==> src/core/cis_pkg.sv <==
/*
 * Constants and carrier types of the interrupt status block.
 * Assumes a 32-bit APB master; users never import this package.
 */
package cis_pkg;

    // Bus and register widths and the number of lanes.
    localparam int CIS_ADDR_W = 14;
    localparam int CIS_DATA_W = 32;
    localparam int CIS_REG_W  = 8;
    localparam int CIS_NLANES = 8;

    // Register indices; the byte address of each is four times its index.
    localparam logic [11:0] CIS_IDX_MODE_CHB   = 12'h022;
    localparam logic [11:0] CIS_IDX_STATUS_PRI = 12'h023;
    localparam logic [11:0] CIS_IDX_STATUS_SEC = 12'h024;
    localparam logic [11:0] CIS_IDX_MODE_PRI   = 12'h040;
    localparam logic [11:0] CIS_IDX_STATUS_CHB = 12'h041;
    localparam logic [11:0] CIS_IDX_MASK_PRI   = 12'h042;
    localparam logic [11:0] CIS_IDX_MASK_CHB   = 12'h043;
    localparam logic [11:0] CIS_IDX_LINK_CTRL  = 12'h044;
    localparam logic [11:0] CIS_IDX_LANE_FULL  = 12'h30c;
    localparam logic [11:0] CIS_IDX_LANE_EMPTY = 12'h30d;

    // Bit positions inside the primary status and mode registers.
    localparam int CIS_BIT_CAL_PASS  = 7;
    localparam int CIS_BIT_CAL_FAIL  = 6;
    localparam int CIS_BIT_CONV_LOST = 5;
    localparam int CIS_BIT_CONV_LOCK = 4;
    localparam int CIS_BIT_LINK_LOST = 3;
    localparam int CIS_BIT_LINK_LOCK = 2;
    localparam int CIS_BIT_LANE_ERR  = 1;

    // Bit positions inside the channel B status and mode registers.
    localparam int CIS_BIT_CHB_ROTATE = 2;
    localparam int CIS_BIT_CHB_WINDOW = 1;
    localparam int CIS_BIT_CHB_TRIP   = 0;

    // Bit position of the link enable inside the link control register.
    localparam int CIS_BIT_LINK_EN = 0;

    // Event vector: primary bits sit at [7:0], channel B bits at [10:8].
    localparam int CIS_EV_W     = 11;
    localparam int CIS_CHB_BASE = 8;

    // Implemented bits; all others are reserved and read as zero.
    localparam logic [7:0] CIS_PRI_IMPL = 8'hfe;
    localparam logic [7:0] CIS_CHB_IMPL = 8'h07;

    // Values after reset.
    localparam logic [7:0] CIS_MODE_RST   = 8'h00;
    localparam logic [7:0] CIS_MASK_RST   = 8'hff;
    localparam logic [7:0] CIS_CTRL_RST   = 8'h00;
    localparam logic [7:0] CIS_STATUS_RST = 8'h00;

    // APB request from the master.
    typedef struct packed {
        logic                  psel;
        logic                  penable;
        logic                  pwrite;
        logic [CIS_ADDR_W-1:0] paddr;
        logic [CIS_DATA_W-1:0] pwdata;
    } cis_apb_req_type;

    // APB answer to the master.
    typedef struct packed {
        logic [CIS_DATA_W-1:0] prdata;
        logic                  pready;
        logic                  pslverr;
    } cis_apb_rsp_type;

    // Raw monitored conditions, all active high, from other clock domains.
    typedef struct packed {
        logic cal_passed;
        logic cal_failed;
        logic conv_loop_lock_lost;
        logic conv_loop_locked;
        logic link_loop_lock_lost;
        logic link_loop_locked;
        logic chan_b_align_rotate;
        logic chan_b_outside_window;
        logic chan_b_align_tripped;
    } cis_cond_type;

endpackage

==> src/core/cis_event_cells.sv <==
/*
 * Status cells: live condition, or a held rising edge until a write-one clear.
 * Assumes synchronised conditions and one-cycle clear pulses.
 */
module cis_event_cells #(
    parameter int W = 11
) (
    input  wire logic         ref_clk,
    input  wire logic         rst,
    input  wire logic [W-1:0] cond,
    input  wire logic [W-1:0] latch_sel,
    input  wire logic [W-1:0] clear,
    output logic      [W-1:0] status,
    output logic      [W-1:0] latched
);

    // All state of the cells: previous condition and held latch bits.
    typedef struct packed {
        logic [W-1:0] prev;
        logic [W-1:0] held;
    } cis_cell_state_type;

    cis_cell_state_type state_q;    // Registered state.
    cis_cell_state_type state_d;    // Next state.

    // Edge detection and latching; a rising edge in the clearing cycle wins.
    always_comb begin
        state_d      = state_q;
        state_d.prev = cond;
        for (int i = 0; i < W; i++) begin
            // Only rising edges set a held bit.
            if (latch_sel[i]) begin
                state_d.held[i] = (cond[i] & ~state_q.prev[i])
                                | (state_q.held[i] & ~clear[i]);
            end else begin
                // Live mode keeps no stale latch behind.
                state_d.held[i] = 1'b0;
            end
        end
    end

    // Register the cell state.
    always_ff @(posedge ref_clk or posedge rst) begin
        if (rst) begin
            state_q <= '0;
        end else begin
            state_q <= state_d;
        end
    end

    // Each bit reads either its live condition or its held latch.
    always_comb begin
        for (int i = 0; i < W; i++) begin
            status[i] = latch_sel[i] ? state_q.held[i] : cond[i];
        end
        latched = state_q.held;
    end

endmodule

==> src/core/cis_top.sv <==
/*
 * Interrupt status controller: APB mode, mask and link registers,
 * live or latched status bits and an active-low interrupt line.
 * Assumes condition and lane FIFO inputs asynchronous to ref_clk.
 */
// The APB slave port was decided locally.
module cis_top #(
    parameter int NLANES = cis_pkg::CIS_NLANES
) (
    input  wire logic                 ref_clk,
    input  wire logic                 rst,
    input  wire cis_pkg::cis_apb_req_type apb_req,
    output cis_pkg::cis_apb_rsp_type  apb_rsp,
    input  wire cis_pkg::cis_cond_type cond_in,
    input  wire logic [NLANES-1:0]    lane_fifo_full,
    input  wire logic [NLANES-1:0]    lane_fifo_empty,
    output logic                      link_enable,
    output logic                      irq_n
);

    // All state of the controller.
    typedef struct packed {
        cis_pkg::cis_cond_type cond_s1;      // First synchroniser stage.
        cis_pkg::cis_cond_type cond_s2;      // Second synchroniser stage.
        logic [NLANES-1:0]     full_s1;      // Lane full, first stage.
        logic [NLANES-1:0]     full_s2;      // Lane full, second stage.
        logic [NLANES-1:0]     empty_s1;     // Lane empty, first stage.
        logic [NLANES-1:0]     empty_s2;     // Lane empty, second stage.
        logic [7:0]            mode_pri;     // Latch selects, primary layout.
        logic [7:0]            mode_chb;     // Latch selects, channel B layout.
        logic [7:0]            mask_pri;     // Interrupt mask, primary layout.
        logic [7:0]            mask_chb;     // Interrupt mask, channel B layout.
        logic [7:0]            link_ctrl;    // Link control register.
        logic                  lane_err;     // Sticky lane buffer error.
        logic                  irq_n;        // Registered interrupt line.
        logic [31:0]           prdata;       // Read data for the access phase.
        logic                  pslverr;      // Error answer for the access phase.
    } cis_state_type;

    cis_state_type                 state_q;      // Registered state.
    cis_state_type                 state_d;      // Next state.
    logic [cis_pkg::CIS_EV_W-1:0]  ev_cond;      // Conditions into the cells.
    logic [cis_pkg::CIS_EV_W-1:0]  ev_sel;       // Latch selects into the cells.
    logic [cis_pkg::CIS_EV_W-1:0]  ev_clear;     // Write-one clear pulses.
    logic [cis_pkg::CIS_EV_W-1:0]  ev_status;    // Readable status bits.
    logic [cis_pkg::CIS_EV_W-1:0]  ev_latched;   // Held latch bits.
    logic [11:0]                   reg_idx;      // Word index of the access.
    logic                          wr_access;    // Write completing this cycle.
    logic                          setup;        // Setup phase of any access.

    // Tells whether a word index names a register of this block.
    function automatic logic cis_mapped(input logic [11:0] idx);
        case (idx)
            cis_pkg::CIS_IDX_MODE_CHB,
            cis_pkg::CIS_IDX_STATUS_PRI,
            cis_pkg::CIS_IDX_STATUS_SEC,
            cis_pkg::CIS_IDX_MODE_PRI,
            cis_pkg::CIS_IDX_STATUS_CHB,
            cis_pkg::CIS_IDX_MASK_PRI,
            cis_pkg::CIS_IDX_MASK_CHB,
            cis_pkg::CIS_IDX_LINK_CTRL,
            cis_pkg::CIS_IDX_LANE_FULL,
            cis_pkg::CIS_IDX_LANE_EMPTY: cis_mapped = 1'b1;
            default:                     cis_mapped = 1'b0;
        endcase
    endfunction

    // Widens a lane vector into a bus word with zeros above.
    function automatic logic [31:0] cis_lane_word(input logic [NLANES-1:0] v);
        cis_lane_word = '0;
        for (int i = 0; i < NLANES; i++) begin
            cis_lane_word[i] = v[i];
        end
    endfunction

    // Bus decode: word index from the byte address, misaligned never matches.
    always_comb begin
        reg_idx   = apb_req.paddr[13:2];
        setup     = apb_req.psel & ~apb_req.penable;
        wr_access = apb_req.psel & apb_req.penable & apb_req.pwrite
                  & (apb_req.paddr[1:0] == 2'b00) & cis_mapped(reg_idx);
    end

    // Gather conditions and selects into the event vector; bit 0 is reserved.
    always_comb begin
        ev_cond  = '0;
        ev_sel   = '0;
        ev_cond[cis_pkg::CIS_BIT_CAL_PASS]  = state_q.cond_s2.cal_passed;
        ev_cond[cis_pkg::CIS_BIT_CAL_FAIL]  = state_q.cond_s2.cal_failed;
        ev_cond[cis_pkg::CIS_BIT_CONV_LOST] = state_q.cond_s2.conv_loop_lock_lost;
        ev_cond[cis_pkg::CIS_BIT_CONV_LOCK] = state_q.cond_s2.conv_loop_locked;
        ev_cond[cis_pkg::CIS_BIT_LINK_LOST] = state_q.cond_s2.link_loop_lock_lost;
        ev_cond[cis_pkg::CIS_BIT_LINK_LOCK] = state_q.cond_s2.link_loop_locked;
        ev_cond[cis_pkg::CIS_BIT_LANE_ERR]  = state_q.lane_err;
        ev_cond[cis_pkg::CIS_CHB_BASE + cis_pkg::CIS_BIT_CHB_ROTATE] =
            state_q.cond_s2.chan_b_align_rotate;
        ev_cond[cis_pkg::CIS_CHB_BASE + cis_pkg::CIS_BIT_CHB_WINDOW] =
            state_q.cond_s2.chan_b_outside_window;
        ev_cond[cis_pkg::CIS_CHB_BASE + cis_pkg::CIS_BIT_CHB_TRIP] =
            state_q.cond_s2.chan_b_align_tripped;
        // Reserved positions keep a zero select so they stay zero.
        ev_sel[7:0]  = state_q.mode_pri & cis_pkg::CIS_PRI_IMPL;
        ev_sel[10:8] = state_q.mode_chb[2:0];
    end

    // Write-one clears reach only latched bits of implemented positions.
    always_comb begin
        ev_clear = '0;
        if (wr_access && reg_idx == cis_pkg::CIS_IDX_STATUS_PRI) begin
            ev_clear[7:0] = apb_req.pwdata[7:0] & cis_pkg::CIS_PRI_IMPL;
        end
        if (wr_access && reg_idx == cis_pkg::CIS_IDX_STATUS_CHB) begin
            ev_clear[10:8] = apb_req.pwdata[2:0];
        end
    end

    // Status cells: live or rising-edge latched per select.
    cis_event_cells #(
        .W (cis_pkg::CIS_EV_W)
    ) u_cells (
        .ref_clk   (ref_clk),
        .rst       (rst),
        .cond      (ev_cond),
        .latch_sel (ev_sel),
        .clear     (ev_clear),
        .status    (ev_status),
        .latched   (ev_latched)
    );

    // Next-state logic: synchronisers, lane error, registers and read data.
    always_comb begin
        state_d = state_q;

        // Two-stage synchronisers; the first stage feeds only the second.
        state_d.cond_s1  = cond_in;
        state_d.cond_s2  = state_q.cond_s1;
        state_d.full_s1  = lane_fifo_full;
        state_d.full_s2  = state_q.full_s1;
        state_d.empty_s1 = lane_fifo_empty;
        state_d.empty_s2 = state_q.empty_s1;

        // Lane error sets on any full or empty lane and holds while the link runs.
        if (!state_q.link_ctrl[cis_pkg::CIS_BIT_LINK_EN]) begin
            state_d.lane_err = 1'b0;
        end else if ((|state_q.full_s2) || (|state_q.empty_s2)) begin
            state_d.lane_err = 1'b1;
        end

        // Register writes take effect at the edge that ends the access phase.
        if (wr_access) begin
            case (reg_idx)
                cis_pkg::CIS_IDX_MODE_PRI: begin
                    state_d.mode_pri = apb_req.pwdata[7:0] & cis_pkg::CIS_PRI_IMPL;
                end
                cis_pkg::CIS_IDX_MODE_CHB: begin
                    state_d.mode_chb = apb_req.pwdata[7:0] & cis_pkg::CIS_CHB_IMPL;
                end
                cis_pkg::CIS_IDX_MASK_PRI: begin
                    state_d.mask_pri = apb_req.pwdata[7:0] & cis_pkg::CIS_PRI_IMPL;
                end
                cis_pkg::CIS_IDX_MASK_CHB: begin
                    state_d.mask_chb = apb_req.pwdata[7:0] & cis_pkg::CIS_CHB_IMPL;
                end
                cis_pkg::CIS_IDX_LINK_CTRL: begin
                    state_d.link_ctrl = {7'h00, apb_req.pwdata[cis_pkg::CIS_BIT_LINK_EN]};
                end
                default: begin
                    // Status and lane registers hold no writable bits.
                    state_d.link_ctrl = state_q.link_ctrl;
                end
            endcase
        end

        // Interrupt line low while any unmasked bit is held latched.
        state_d.irq_n = ~(|(ev_latched & {state_q.mask_chb[2:0], state_q.mask_pri}));

        // Read data is captured in the setup phase and stands through the access.
        if (setup) begin
            state_d.prdata  = '0;
            state_d.pslverr = ~cis_mapped(reg_idx) | (apb_req.paddr[1:0] != 2'b00);
            if (!apb_req.pwrite) begin
                case (reg_idx)
                    cis_pkg::CIS_IDX_STATUS_PRI: begin
                        state_d.prdata[7:0] = ev_status[7:0] & cis_pkg::CIS_PRI_IMPL;
                    end
                    cis_pkg::CIS_IDX_STATUS_CHB: begin
                        state_d.prdata[2:0] = ev_status[10:8];
                    end
                    cis_pkg::CIS_IDX_MODE_PRI: begin
                        state_d.prdata[7:0] = state_q.mode_pri;
                    end
                    cis_pkg::CIS_IDX_MODE_CHB: begin
                        state_d.prdata[7:0] = state_q.mode_chb;
                    end
                    cis_pkg::CIS_IDX_MASK_PRI: begin
                        state_d.prdata[7:0] = state_q.mask_pri;
                    end
                    cis_pkg::CIS_IDX_MASK_CHB: begin
                        state_d.prdata[7:0] = state_q.mask_chb;
                    end
                    cis_pkg::CIS_IDX_LINK_CTRL: begin
                        state_d.prdata[7:0] = state_q.link_ctrl;
                    end
                    cis_pkg::CIS_IDX_LANE_FULL: begin
                        state_d.prdata = cis_lane_word(state_q.full_s2);
                    end
                    cis_pkg::CIS_IDX_LANE_EMPTY: begin
                        state_d.prdata = cis_lane_word(state_q.empty_s2);
                    end
                    default: begin
                        // The secondary status word and unmapped words read zero.
                        state_d.prdata = '0;
                    end
                endcase
            end
        end
    end

    // Register the whole controller state.
    always_ff @(posedge ref_clk or posedge rst) begin
        if (rst) begin
            state_q           <= '0;
            state_q.mode_pri  <= cis_pkg::CIS_MODE_RST;
            state_q.mode_chb  <= cis_pkg::CIS_MODE_RST;
            state_q.mask_pri  <= cis_pkg::CIS_MASK_RST & cis_pkg::CIS_PRI_IMPL;
            state_q.mask_chb  <= cis_pkg::CIS_MASK_RST & cis_pkg::CIS_CHB_IMPL;
            state_q.link_ctrl <= cis_pkg::CIS_CTRL_RST;
            state_q.irq_n     <= 1'b1;
        end else begin
            state_q <= state_d;
        end
    end

    // Outputs: zero-wait APB answer, data and lines from flip-flops.
    always_comb begin
        apb_rsp.prdata  = state_q.prdata;
        apb_rsp.pready  = 1'b1;
        apb_rsp.pslverr = state_q.pslverr & apb_req.psel & apb_req.penable;
        link_enable     = state_q.link_ctrl[cis_pkg::CIS_BIT_LINK_EN];
        irq_n           = state_q.irq_n;
    end

endmodule

==> config.mk <==
export PLATFORM = sky130hd
export DESIGN_NAME = cis_top
export DESIGN_NICKNAME = d
export VERILOG_FILES = /design/src/core/cis_pkg.sv /design/src/core/cis_event_cells.sv /design/src/core/cis_top.sv
export SDC_FILE = /design/constraint.sdc
export NUM_CORES = 1
export LEC_CHECK = 0
export BUFFER_PORTS_ARGS = -buffer_cell sky130_fd_sc_hd__buf_4
export CAP_MARGIN = 40
export CORE_ASPECT_RATIO = 0.8
export CORE_UTILIZATION = 49
export CTS_BUF_LIST = sky130_fd_sc_hd__clkbuf_8
export CTS_CLUSTER_SIZE = 14
export DETAILED_ROUTE_END_ITERATION = 16
export GPL_ROUTABILITY_DRIVEN = 0
export GPL_TIMING_DRIVEN = 0
export PLACE_DENSITY = 0.78
export SLEW_MARGIN = 0
export SYNTH_ARGS = -nofsm -noshare
export SYNTH_HDL_FRONTEND = slang
export SYNTH_SLANG_ARGS = --single-unit
export TNS_END_PERCENT = 10
==> constraint.sdc <==
create_clock -name ref_clk -period 3 [get_ports ref_clk]
set_clock_uncertainty 0.1 [all_clocks]
set_input_delay 0.15 -clock ref_clk [delete_from_list [all_inputs] [get_ports ref_clk]]
set_output_delay 0.15 -clock ref_clk [all_outputs]
set_load 0.03 [all_outputs]
======== Yosys cells after proc, flatten, opt, wreduce, memory -nomap -nowiden ========
Cells that the tools add are included.
storage, ports and cells
  bits in registers ....................... 126
cells by class
  reductions and logical operators ........ 14
  eq/ne operators ......................... 11
  bitwise logic cells ..................... 62
  multiplexer cells ....................... 29
operator list
  operator                                         count
  == test 12 x 7 -> 1 bit, second input constant   5
  == test 12 x 6 -> 1 bit, second input constant   3
  AND 1 bit                                        27
  case mux 3 bit (9 select lines)                  1
  case mux 5 bit (5 select lines)                  1
  == test 12 x 10 -> 1 bit, second input constant  2
  two-way mux 1 bit                                24
  inverter 1 bit                                   23
  two-way mux 8 bit                                2
  OR reduction 8 bit                               2
  AND 11 bit                                       1
  bitwise OR 1 bit                                 11
  OR reduction 11 bit                              1
  AND reduction 2 bit                              5
  OR reduction 10 bit                              1
  two-way mux 3 bit                                1
  logical AND 1 bit                                2
  logical NOT 2 bit                                1
  != test 2 x 1 -> 1 bit, second input constant    1
  nonzero test 2 bit                               1
  logical OR 1 bit                                 1

======== Longest topological paths before layout ========
  depth after elaboration ................. 10
  mapped depth ............................ 7

======== Modules after synthesis ========
From an unflattened synthesis, not the netlist that was laid out.
second synthesis, totals
  cell total of the unflattened synthesis .. 342
  area, all modules ....................... 4594.4 µm²
by module, submodules not included
  module           times used  cells each  area each (µm²)
  cis_top          1           264         3530.9
  cis_event_cells  1           78          1063.5

======== Worst setup path after synthesis ========
Ideal clock, no wire load.
  kind .................................... in2reg
  start ................................... input port apb_req[38] (netlist bit)
  end ..................................... register state_q (netlist bit ev_sel[1])
  data required time ...................... 2.775 ns
  cell stages on the path ................. 7
  arrival time ............................ 1.715 ns
  slack ................................... 1.060 ns
  path through ............................ nor4_4 > nand4b_4 > or2_1 > buf_6 > nor2b_4 > buf_12 > mux2_4
on the way
  longest elaborated chain between the ends .. 5
  elaborated cells on any way between the ends .. 14
  classes of those cells .................. eq/ne (10); mux (1); bitwise (1); reduce/logical (2)
ends and longest elaborated chain
  what                                             RTL line        text
  from (decl)                                      cis_top.sv:12   input wire cis_pkg::cis_apb_req_type apb_req,
  == test 12 x 6 -> 1 bit (tied with other cells)  cis_top.sv:53   case (idx)
  OR reduction 10 bit                              cis_top.sv:53
  two-way mux 1 bit                                cis_top.sv:53
  AND 1 bit                                        cis_top.sv:81   & (apb_req.paddr[1:0] == 2'b00) & cis_mapped(reg_idx);
  AND reduction 2 bit (no line) *                  -
  to (signal assigned)                             cis_top.sv:230  state_q <= state_d;
  to (decl)                                        cis_top.sv:40   cis_state_type state_q;
Every way passes the cells marked *; elsewhere a longest branch is shown, timed or not.
A chain may end at the register's enable or synchronous reset.

==> run summary <==
=================================================================================
Wire length reported by the detailed router ........................      8.86 mm
Final standard cell utilization of the core ........................        66.0%
Pleak ..............................................................      2.52 nW
Die extent in x ....................................................       107 um
Number of register bits inferred by synthesis ......................          102
GR Util All Layers .................................................        21.2%
Final setup TNS ....................................................         0 ps
Worst hold-check slack .............................................       134 ps
CTS Sinks ..........................................................          102
Path depth of the worst reg2reg path ...............................            5
Antenna violations before repair ...................................            0
Number of placement rows ...........................................           30
Max-cap violations .................................................            0
Clock latency on the worst-skew pair ...............................       380 ps
Number of buffers on the longest clock path ........................            2
Final net count ....................................................          532
CTS tree ...........................................................          yes
Arrival @ worst endpoint ...........................................      2310 ps
Number of I/O port buffers .........................................           59
Number of distinct library cells after synthesis ...................           59
Die extent in y ....................................................      86.2 um
Pin count of the biggest net entering global routing ...............           61
Level count of the clock H-tree ....................................            3
Path class of the lowest-slack min-delay path ...................... input pin to flop
Post-CTS Hold Fix Bufs .............................................           37
Number of cells upsized or downsized after cts .....................            0
Terminating pin of the worst hold path .............................   apb_rsp[2]
Outcome ............................................................ finished clean
Power Total ........................................................    0.00263 W
Starting utilization of the core area ..............................        50.9%
Worst vdd ir .......................................................   0.000314 V
Total number of vias ...............................................        2,929
Number of warnings reported in the yosys synthesis log .............            0
Cell with the largest stage delay on the worst path ................ sky130_fd_sc_hd__nor4b_1
Cell Pwr Density ...................................................   468 mW/mm2
Drt initial violations .............................................          160
Setup repair bufs after CTS ........................................            0
IO Count ...........................................................          112
Data required time at the worst endpoint ...........................      3190 ps
Nature of the critical path startpoint .............................    input pin
Worst-Margin Slew ..................................................       710 ps
Total gr overflow ..................................................            0
Post-detail-place hpwl .............................................      6.34 mm
Peak Freq ..........................................................      471 MHz
Core Footprint .....................................................  0.00852 mm2
Sort of element at the end of the critical path ....................         flop
Max-Slew Margin vs Limit ...........................................        52.0%
RSZ-0062 raised after global routing ...............................           no
Hold Violations, Final .............................................            0
Destination of the worst register-to-register timing path ..........   apb_rsp[3]
Critical setup path kind ........................................... input pin to flop
Cells on Worst Hold Path ...........................................            4
Cell area after technology mapping .................................  0.00434 mm2
Routed Antenna Nets ................................................            0
Worst path cell trace .............................................. buf_4 -> nor4b_1 -> nand4_1 -> nor2_1 -> a21boi_0 -> o21a_1
CTS buffer count ...................................................            9
Global-route wire length before repair .............................      14.6 mm
Number of instances in the synthesized netlist .....................          325
Final Slew Violations ..............................................            0
Post-synth EDFFs ...................................................            0
Crit Path Max Fanout ...............................................            7
Clock-pin transition on the worst setup and hold timing paths ......       110 ps
Launch point of the worst hold path ................................  apb_req[48]
Average via count per standard cell ................................         5.11
Average footprint of a synthesized cell ............................     13.4 um2
Maximum single-stage delay on the critical path ....................       650 ps
Setup slack of the worst register-to-register path .................      1400 ps
Worst r2r src ......................................................    ev_sel[9]
Number of antenna cells inserted ...................................            0
Fraction of layout cells with a size suffix above 1 ................        35.6%
Clock root cell .................................................... sky130_fd_sc_hd__clkbuf_8
Count of endpoints failing setup in the final report ...............            0
Fraction of registers with async set/reset .........................         100%
Number of global-route vias before repair ..........................        2,992
Die Outline Area ...................................................  0.00924 mm2
DR DRC count .......................................................            0
Sequential element share of the synthesized area ...................        59.1%
Main synth FF type ................................................. sky130_fd_sc_hd__dfrtp_1
Area Growth Syn to Fin .............................................        29.6%
Routed wire length per instance ....................................      15.5 um
Number of optimization iterations in the first detailed-route pass .            4
Min Tclk post-route ................................................      2120 ps
Number of fillers in the final layout ..............................          653
Post-route clock period utilization ................................        70.8%
=================================================================================
## cells in the mapped netlist, drive strengths merged (2+ instances only)
| cell type | n | share of area (%) |
|---|---|---|
| a211oi | 2 | 0.35 |
| a21boi | 10 | 1.7 |
| a21oi | 2 | 0.23 |
| a221oi | 6 | 1.2 |
| a222oi | 2 | 0.46 |
| a22o | 2 | 0.40 |
| a22oi | 6 | 1.0 |
| a31oi | 2 | 0.29 |
| and3 | 2 | 0.29 |
| buf | 39 | 7.2 |
| clkbuf | 3 | 0.29 |
| conb | 2 | 0.17 |
| dfrtp | 91 | 52 |
| dfstp | 11 | 6.7 |
| inv | 3 | 0.26 |
| mux2 | 26 | 8.0 |
| mux2i | 10 | 2.3 |
| nand2 | 14 | 1.2 |
| nand2b | 5 | 0.72 |
| nand3 | 2 | 0.23 |
| nand4 | 5 | 0.72 |
| nor2 | 20 | 1.9 |
| nor2b | 11 | 1.9 |
| nor3 | 5 | 0.81 |
| nor4 | 5 | 1.4 |
| nor4b | 3 | 1.1 |
| o21a | 7 | 1.2 |
| o21ai | 10 | 1.2 |
| o221ai | 3 | 0.61 |
## worst max-delay path, delay by kind of cell
family,cells,cell delay [ps]
and+or+nand+nor,3,1620
AOI/OAI and AO/OA,2,400
buffers and inverters,1,140
## layout make-up
| cell class | instances | area (um2) | area share, % |
|---|---|---|---|
| buffer | 42 | 325 | 5.78 |
| clock buffer | 9 | 124 | 2.20 |
| clock inverter | 7 | 91.3 | 1.62 |
| inverter | 3 | 13.8 | 0.245 |
| multi-input combinational | 201 | 1520 | 27.1 |
| sequential | 102 | 2570 | 45.6 |
| tap | 112 | 140 | 2.49 |
| timing repair buffer | 97 | 841 | 14.9 |
## where the power goes
part	internal (W)	total, W	switching (W)
registers	0.00142	0.00144	0.0000220
logic	0.000140	0.000296	0.000156
clock network	0.000347	0.000892	0.000545
total	0.00191	0.00263	0.000723
## registers in the layout, summed over array words and instances (netlist names)
register,count
irq_n,1
ev_cond,10
state_d,25
ev_sel,10
u_cells.state_q,10
u_cells.latched,10
link_enable,1
apb_rsp,8
state_q,27
## through the flow
step           setup WS [ps]  instances  area (um2)
2_1_floorplan           92.7        348        4430
3_3_place_gp            -836        519        5010
3_5_place_dp             576        520        5040
4_1_cts                  969        573        5620
5_1_grt                  632        573        5620
6_report                 877        573        5620
## cells by family after synthesis
kind of cell           count (synthesis)  share of synthesized area, %
DFF                                  102                          59.1
and+or+nand+nor                       78                          11.9
AOI/OAI and AO/OA                     62                          10.7
muxes                                 36                          10.3
other                                  2                         0.173
buffers and inverters                 45                          7.76
## worst max-delay path by stage
stage                start                  to  slack [ps]
6_report       apb_req[40]  u_cells.latched[3]         880
5_1_grt        apb_req[40]  u_cells.latched[1]         630
4_1_cts        apb_req[40]  u_cells.latched[3]         970
3_5_place_dp   apb_req[40]  u_cells.latched[6]         580
3_3_place_gp           rst          ev_cond[8]        -840
2_1_floorplan          rst          apb_rsp[2]          90
## placed cells by master (no fill, tap or decap), types with 3 or more instances in the layout
master / synthesis / final
sky130_fd_sc_hd__a21boi_0: 10 / 10
sky130_fd_sc_hd__a221oi_1: 6 / 6
sky130_fd_sc_hd__a22oi_1: 6 / 6
sky130_fd_sc_hd__buf_4: 33 / 92
sky130_fd_sc_hd__clkbuf_8: 0 / 9
sky130_fd_sc_hd__conb_1: 2 / 25
sky130_fd_sc_hd__dfrtp_1: 91 / 91
sky130_fd_sc_hd__dfstp_2: 11 / 11
sky130_fd_sc_hd__dlygate4sd3_1: 0 / 37
sky130_fd_sc_hd__inv_8: 0 / 3
sky130_fd_sc_hd__mux2_2: 10 / 10
sky130_fd_sc_hd__mux2_4: 14 / 14
sky130_fd_sc_hd__mux2i_1: 10 / 10
sky130_fd_sc_hd__nand2_1: 14 / 14
sky130_fd_sc_hd__nand2b_1: 5 / 5
sky130_fd_sc_hd__nand4_1: 5 / 5
sky130_fd_sc_hd__nor2_1: 19 / 19
sky130_fd_sc_hd__nor2b_1: 9 / 9
sky130_fd_sc_hd__nor3_1: 3 / 3
sky130_fd_sc_hd__nor4_1: 3 / 3
sky130_fd_sc_hd__o21a_1: 7 / 7
sky130_fd_sc_hd__o21ai_0: 9 / 9
sky130_fd_sc_hd__o221ai_1: 3 / 3
## layer usage
metal  share of wire (%)  vias up  GRT usage (%)
met5                   0        -              0
met4                 1.8        0           7.10
met3                 5.4       12           5.86
met2                  48      100           34.1
met1                  45     1449           28.2
li1                    -     1368              -
(Power assumes the default switching activity.)
